[src/hw/atr_pkg.sv]
package atr_pkg;

	// register indices within the readout block
	localparam logic [3:0] ACCEL_X_HIGH_IDX = 4'h0;
	localparam logic [3:0] ACCEL_X_LOW_IDX  = 4'h1;
	localparam logic [3:0] ACCEL_Y_HIGH_IDX = 4'h2;
	localparam logic [3:0] ACCEL_Y_LOW_IDX  = 4'h3;
	localparam logic [3:0] ACCEL_Z_HIGH_IDX = 4'h4;
	localparam logic [3:0] ACCEL_Z_LOW_IDX  = 4'h5;
	localparam logic [3:0] TEMP_HIGH_IDX    = 4'h6;
	localparam logic [3:0] TEMP_LOW_IDX     = 4'h7;

	// data widths and field positions
	localparam int ACCEL_BITS     = 14;
	localparam int ACCEL_LSB_POS  = 2;
	localparam int TEMP_BITS      = 13;
	localparam int TEMP_LSB_POS   = 1;
	localparam int AXIS_COUNT     = 3;

	// scale figures, for reference by software models
	localparam int ACCEL_COUNTS_PER_G = 650;
	localparam int TEMP_COUNTS_AT_23C = 4096;

	// values after reset
	localparam logic [7:0]  READ_DATA_RST  = 8'h00;
	localparam logic [15:0] WORD_RST       = 16'h0000;
	localparam logic [7:0]  TEMP_LATCH_RST = 8'h00;

	typedef enum logic [1:0] {
		ATR_IDLE,
		ATR_READ
	} atr_state_t;

endpackage

[src/hw/atr_word_pack.sv]
`timescale 1ns/100ps
// places a sample field into a 16-bit register word; unused bits are zero
module atr_word_pack #(
	parameter int FIELD_BITS = 14,
	parameter int FIELD_POS  = 2
) (
	input  wire logic [FIELD_BITS-1:0] field,
	output wire logic [15:0]           word
);
	localparam int TOP_GAP = 16 - FIELD_BITS - FIELD_POS;

	// sign fill above is done by caller through field width choice; any gap left above the field is zeroed here
	if (TOP_GAP > 0) begin : gTop
		assign word[15:FIELD_BITS+FIELD_POS] = '0;
	end
	assign word[FIELD_BITS+FIELD_POS-1:FIELD_POS] = field;
	if (FIELD_POS > 0) begin : gLow
		assign word[FIELD_POS-1:0] = '0;
	end
endmodule

[src/hw/atr_readout.sv]
`timescale 1ns/100ps
// Summary of operation
// [RULE1] each axis sample is 14-bit two's complement over a high and low byte
// [RULE2] sample sits in bits 15:2; bits 1:0 zero; bits 15 and 14 both sign
// [RULE3] host joins bytes and shifts right arithmetically by two
// [RULE4] one g equals 650 counts after shift, about 1.54 mg per count
// [RULE5] temperature is 13-bit unsigned in bits 13:1; bits 15,14,0 unused
// [RULE6] temperature high-byte read latches the low byte; host reads high first
// [RULE7] temperature typically reads 4096 at 23 C, about 25.6 counts per degree
// [RULE8] host masks unused bit positions before computing values
module atr_readout (
	input  wire logic                              ref_clk,
	input  wire logic                              rstn,
	input  wire logic [atr_pkg::AXIS_COUNT*atr_pkg::ACCEL_BITS-1:0] accelSamples,
	input  wire logic [atr_pkg::TEMP_BITS-1:0]     tempSample,
	input  wire logic                              sampleValid,
	input  wire logic                              readStrobe,
	input  wire logic [3:0]                        readIndex,
	output logic [7:0]                             readData_r,
	output logic                                   readValid_r
);
	import atr_pkg::*;

	////////////////////////////////////////////////////////////////////////////
	// sample capture: hold words stable between conversions
	logic [15:0] accelWord_r [AXIS_COUNT];
	logic [15:0] tempWord_r;
	logic [15:0] accelPacked [AXIS_COUNT];
	logic [15:0] tempPacked;
	logic [7:0]  tempLowLatch_r;
	logic [7:0]  readMux;
	logic        tempHighRead;
	logic        indexMapped;

	// [RULE1] two's complement axis
	// [RULE2] sign in 15 and 14
	// [RULE4] counts passed unscaled
	// an input beyond the 13-bit span would split bits 15 and 14, so it is clamped
	// to the nearest end; the converter should never get there, this only keeps
	// the doubled sign true if it does
	for (genvar a = 0; a < AXIS_COUNT; a++) begin : gAxis
		logic [ACCEL_BITS-1:0] rawAxis;
		logic                  signBit;
		logic                  overRange;
		logic [ACCEL_BITS-1:0] clampAxis;
		assign rawAxis   = accelSamples[a*ACCEL_BITS +: ACCEL_BITS];
		assign signBit   = rawAxis[ACCEL_BITS-1];
		assign overRange = signBit != rawAxis[ACCEL_BITS-2];
		assign clampAxis = overRange
			? {signBit, signBit, {(ACCEL_BITS-2){~signBit}}}
			: rawAxis;
		atr_word_pack #(
			.FIELD_BITS(ACCEL_BITS),
			.FIELD_POS (ACCEL_LSB_POS)
		) uPack (
			.field(clampAxis),
			.word (accelPacked[a])
		);
	end

	// [RULE5] temperature field at 13:1
	// [RULE7] counts passed unscaled
	atr_word_pack #(
		.FIELD_BITS(TEMP_BITS),
		.FIELD_POS (TEMP_LSB_POS)
	) uTempPack (
		.field(tempSample),
		.word (tempPacked)
	);

	// words update only when a new conversion arrives
	// a read in the same cycle still sees the old words; only the temperature pair is kept from mixing samples, by the latch
	always_ff @(posedge ref_clk) begin
		if (!rstn) begin
			for (int i = 0; i < AXIS_COUNT; i++) accelWord_r[i] <= WORD_RST;
			tempWord_r <= WORD_RST;
		end else if (sampleValid) begin
			for (int i = 0; i < AXIS_COUNT; i++) accelWord_r[i] <= accelPacked[i];
			tempWord_r <= tempPacked;
		end
	end

	////////////////////////////////////////////////////////////////////////////
	// read decode
	assign tempHighRead = readStrobe && (readIndex == TEMP_HIGH_IDX);
	assign indexMapped  = (readIndex <= TEMP_LOW_IDX);

	// the latch takes the held word, the same one the high byte is read from
	// [RULE6] low byte frozen by high read
	always_ff @(posedge ref_clk) begin
		if (!rstn) begin
			tempLowLatch_r <= TEMP_LATCH_RST;
		end else if (tempHighRead) begin
			tempLowLatch_r <= tempWord_r[7:0];
		end
	end

	// unmapped indices read zero; temp low comes from the latch, not live data
	always_comb begin
		readMux = READ_DATA_RST;
		case (readIndex)
			ACCEL_X_HIGH_IDX: readMux = accelWord_r[0][15:8];
			ACCEL_X_LOW_IDX:  readMux = accelWord_r[0][7:0];
			ACCEL_Y_HIGH_IDX: readMux = accelWord_r[1][15:8];
			ACCEL_Y_LOW_IDX:  readMux = accelWord_r[1][7:0];
			ACCEL_Z_HIGH_IDX: readMux = accelWord_r[2][15:8];
			ACCEL_Z_LOW_IDX:  readMux = accelWord_r[2][7:0];
			TEMP_HIGH_IDX:    readMux = tempWord_r[15:8];
			TEMP_LOW_IDX:     readMux = tempLowLatch_r;
			default:          readMux = READ_DATA_RST;
		endcase
	end

	// read answer one cycle after the strobe
	always_ff @(posedge ref_clk) begin
		if (!rstn) begin
			readData_r  <= READ_DATA_RST;
			readValid_r <= 1'b0;
		end else begin
			readData_r  <= (readStrobe && indexMapped) ? readMux : READ_DATA_RST;
			readValid_r <= readStrobe;
		end
	end

	////////////////////////////////////////////////////////////////////////////
	// checks
	// range flags of the X and Y inputs; the placement checks split on them
	logic xInRange;
	logic yInRange;
	assign xInRange = accelSamples[ACCEL_BITS-1] == accelSamples[ACCEL_BITS-2];
	assign yInRange = accelSamples[2*ACCEL_BITS-1] == accelSamples[2*ACCEL_BITS-2];
endmodule

[config.mk]
export PLATFORM = sky130hd
export DESIGN_NAME = atr_readout
export DESIGN_NICKNAME = d
export VERILOG_FILES = /design/src/hw/atr_pkg.sv /design/src/hw/atr_word_pack.sv /design/src/hw/atr_readout.sv
export SDC_FILE = /design/constraint.sdc
export NUM_CORES = 1
export LEC_CHECK = 0
export BUFFER_PORTS_ARGS = -buffer_cell sky130_fd_sc_hd__buf_2
export CAP_MARGIN = 20
export CORE_MARGIN = 4
export CORE_UTILIZATION = 35
export CTS_CLUSTER_SIZE = 30
export DETAILED_ROUTE_END_ITERATION = 12
export SYNTH_ARGS = -nofsm -noshare
export SYNTH_HDL_FRONTEND = slang
export SYNTH_SLANG_ARGS = --single-unit
export TNS_END_PERCENT = 100
[constraint.sdc]
create_clock -name ref_clk -period 3.1 [get_ports ref_clk]
set_clock_uncertainty 0.05 [all_clocks]
set_input_delay 0.155 -clock ref_clk [delete_from_list [all_inputs] [get_ports ref_clk]]
set_output_delay 0.155 -clock ref_clk [all_outputs]
set_load 0.02 [all_outputs]
; Yosys cells after proc, flatten, opt, wreduce, memory -nomap -nowiden
; Memories as Yosys holds them, arrays and structs flattened.
; Cells that the tools add are included.
[word_totals]
reg_bits = 29
ram_bits = 42
input_bits = 63
out_inout_bits = 9
word_cells = 37
memories = 1
[op_classes]
order_cmp = 1
n_eq_ne = 10
mux = 11
bitwise = 6
reduce_logical = 4
[mem_list]
columns = name, depth, word_bits, rd, rd_clocked_by_memory_dff, write_ports, line
row1 = accelWord_r, 3, 14, 3, 0, 3, atr_readout.sv:26  ; logic [15:0] accelWord_r [AXIS_COUNT];
[ops]
columns = op, n
row1 = $pmux 8 s8, 1
row2 = $mux 14, 3
row3 = $mux 13, 3
row4 = $eq 4x3->1 const B, 4
row5 = $eq 4x2->1 const B, 2
row6 = $eq 4x1->1 const B, 1
row7 = $le 4x3->1 const B, 1
row8 = $logic_not 4->1, 1
row9 = $mux 1, 4
row10 = $ne 1x1->1, 3
row11 = $not 1->1, 3
row12 = $or 1x1->1, 3
row13 = $logic_and 1x1->1, 2
row14 = $reduce_and 2->1, 1

; Logic depth before layout (Yosys ltp)
[depth]
ltp_word = 4
ltp_mapped = 5
depth_no_buf = 4

; By module
; A second synthesis with hierarchy kept.
[hier_totals]
cells_unflattened = 426
hier_area_um2 = 4555.6
[by_module_without_submodules]
columns = module, n_inst, cells_each, area_each_um2, seq_area_each_um2
row1 = atr_readout, 1, 358, 4060.1, 2102.0
row2 = atr_word_pack, 4, 17, 123.9, 0.0

; Worst setup path after synthesis
; No wires, ideal clock.
[synth_timing]
path_type = input-to-reg
startpoint = in sampleValid
endpoint = mem accelWord_r[0][0] (netlist name), enable pin
setup_time_ns = 0.406
arrival_time_ns = 1.708
required_ns = 2.644
setup_slack_ns = 0.936
cell_stages = 3
n_path_buf = 2
cell_sequence = buf_2 > buf_2 > nand2b_1
[synth_lines]
columns = element, line
row1 = from (decl), atr_readout.sv:16  ; input wire logic sampleValid,
row2 = to (decl), atr_readout.sv:26

==> results.py <==
metrics = {
    "run_status": {
        "outcome": "finished, final reports clean",
    },
    "power_and_ir_drop": {
        "combPwrFrac": 0.102,
        "switchingPower_mw": 0.500,
        "sequentialPowerShare": 0.517,
        "power_leakage_nw": 1.77,
        "power_density_mw_per_mm2": 522,
        "ir_drop_mv": 0.187,
        "intPower_mw": 1.61,
        "p_clk_frac": 0.381,
        "swShare": 0.237,
    },
    "cells_and_area": {
        "fin_nets": 447,
        "diodes": 0,
        "layout-drive-gt1-share": 0.253,
        "syn_to_final_growth_pct": 18.5,
        "fill_cells": 933,
        "fin_util": 0.432,
    },
    "synthesis": {
        "synthFlopType": "edfxtp_1",
        "ys_ff_latch": 71,
        "async_reset_ff_frac": 0,
        "synth-seq-area-share": 0.540,
        "synth.area.top_cells": "edfxtp_1 37%, dfxtp_1 17%, a21oi_1 5.3%",
        "synthCells": 321,
        "ys_types": 36,
        "yosys.area.top_type": "edfxtp_1",
        "synth_area_per_cell_sq_um": 10.6,
        "synth_edf_count": 42,
        "syn_area_sq_mm": 0.00341,
        "yosys_warnings": 0,
        "yosysTopAreaCellShare": 0.370,
        "synth_most_common_cell": "edfxtp_1",
        "synth_fp_nets": 390,
        "synth_common_cells": "42 x edfxtp_1, 39 x nand2_1, 36 x a21oi_1, 29 x dfxtp_1, 19 x and3_1",
    },
    "cts": {
        "clock-root-buffer": "clkbuf_8",
        "cts_hold_buf": 0,
        "cts_max_level": 3,
        "clkLatencyLatePin_ns": 0.34,
        "post_cts_buffers": 0,
        "clock_path_buffers": 2,
        "cts_tree": "yes",
        "numCtsBuffers": 9,
        "clk_transition_reported_paths_ns": 0.08,
        "clock_sink_count": 71,
        "cts_resized": 0,
    },
    "floorplan": {
        "dieArea_sq_mm": 0.0114,
        "rows": 35,
        "ios": 72,
        "die_h_um": 107,
        "start_util": 0.364,
        "fp.dieW_um": 107,
        "core-area_sq_mm": 0.00937,
    },
    "timing": {
        "final-hold-violation-count": 0,
        "tightest_slew_ns": 0.976,
        "min_period_ns": 1.34,
        "slew_violations": 0,
        "fmax_ghz": 0.748,
        "setup_tns_ns": 0,
        "slew_headroom": 0.349,
        "finalSetupViolCount": 0,
        "fin_crit_sh": 0.431,
        "grt_setup_unrepaired": "false",
    },
    "setup_path": {
        "end_kind": "flop",
        "cp.required_ns": 3.27,
        "rr_startpoint": "accelWord_r[0][31]$_SDFFCE_PN0P_",
        "startpoint_type": "flop",
        "crit_fanout": 1,
        "path_class": "flop to flop",
        "cp_data_arrival_time_ns": 1.50,
        "crit_start": "accelWord_r[0][31]$_SDFFCE_PN0P_",
    },
    "min_path": {
        "hold_path.class": "input pin to flop",
        "hp-start": "tempSample[7]",
    },
    "global_routing": {
        "grt_pass1_wl_mm": 12.1,
        "grt_max_degree": 43,
        "overflow": 0,
        "grt_pass1_vias": 2372,
        "gr-usage-all-layers": 0.138,
        "antenna_found_initial": 0,
    },
    "route": {
        "dr.pass1.iters": 4,
        "drc": 0,
        "antenna_left": 0,
        "wirelength_mm": 7.68,
        "drt_iter0_markers": 116,
        "wl_per_cell_um": 15.0,
        "vias": 2505,
        "via_per_inst": 4.89,
    },
    "placement": {
        "port_buffers": 71,
        "hpwl_mm": 5.70,
        "place_congestion": 0.844,
    },
    "job": {
        "maxCapViolations": 0,
    },
}
[path summary, 6_finish.rpt]
check | to | slack [ns] | cells after the start
hold reg to reg | tempWord_r[6]$_SDFFE_PN0P_ | 0.47 | 2
setup / recovery | readData_r[5]$_SDFF_PN0_ | 1.76 | 3
setup reg to reg | readData_r[5]$_SDFF_PN0_ | 1.76 | 3
hold / removal | tempWord_r[8]$_SDFFE_PN0P_ | 0.01 | 3
[power by group through the flow]
stage	clock [mW]	combinational [mW]	sequential, mW
2_1_floorplan	0	0.146	1.10
3_3_place_gp	0	0.214	1.12
3_5_place_dp	0	0.219	1.11
4_1_cts	0.819	0.220	1.09
5_1_grt	0.863	0.245	1.10
6_report	0.804	0.216	1.09
[cell type report]
class | count | area, sq um | share of cell area
Clock inverter | 7 | 96.3 | 0.0238
Tap cell | 129 | 161 | 0.0399
Multi-Input combinational cell | 219 | 1440 | 0.355
Timing Repair Buffer | 73 | 370 | 0.0916
Inverter | 4 | 15.0 | 0.00371
Sequential cell | 71 | 1840 | 0.455
Clock buffer | 9 | 124 | 0.0306
[registers in the layout, indices dropped and copies added (netlist names)]
name	flops
accelWord_r	42
tempWord_r	13
readData_r	8
tempLowLatch_r	7
readValid_r	1
[worst max-delay path: stages (launching register included)]
cell	delay [ns]
edfxtp_1	0.39
mux2_4	0.28
a222oi_1	0.36
a31oi_1	0.14
[cell usage in the layout (no fill, tap or decap), drive strengths merged, types with 6 or more instances in the layout]
master   n
buf     73
edfxtp  42
nand2   39
a21oi   36
dfxtp   29
and3    19
and3b   15
o21ai   15
nor2b   14
mux2i   13
nor2     9
nor3b    9
clkbuf   9
a21boi   7
o21a     7
ha       6
[stage by stage]
stage               setup slack, ns  total power, mW  instances  area, sq um  hold WS, ns
floorplan                     0.936             1.25        321         3410        0.250
global placement               1.38             1.33        496         3820        0.363
detailed placement             1.34             1.33        496         3820        0.371
CTS                            1.71             2.13        512         4050     0.000213
global route                   1.59             2.20        512         4050      0.00585
finish                         1.76             2.11        512         4050       0.0139
[routing by layer]
| metal | global-route usage | vias up | share of wire |
|---|---|---|---|
| met5 | 0 | - | 0 |
| met1 | 0.192 | 1161 | 0.49 |
| li1 | - | 1274 | - |
| met4 | 0.0384 | 0 | 0.0077 |
| met2 | 0.210 | 66 | 0.45 |
| met3 | 0.0403 | 4 | 0.052 |
[cells by family after synthesis]
group,synth area share
and+or+nand+nor,0.201
AOI/OAI and AO/OA,0.133
DFF,0.540
buffers and inverters,0.0403
muxes,0.0634
adders and majority gates,0.0220
Power figures use the tool's default switching activity.
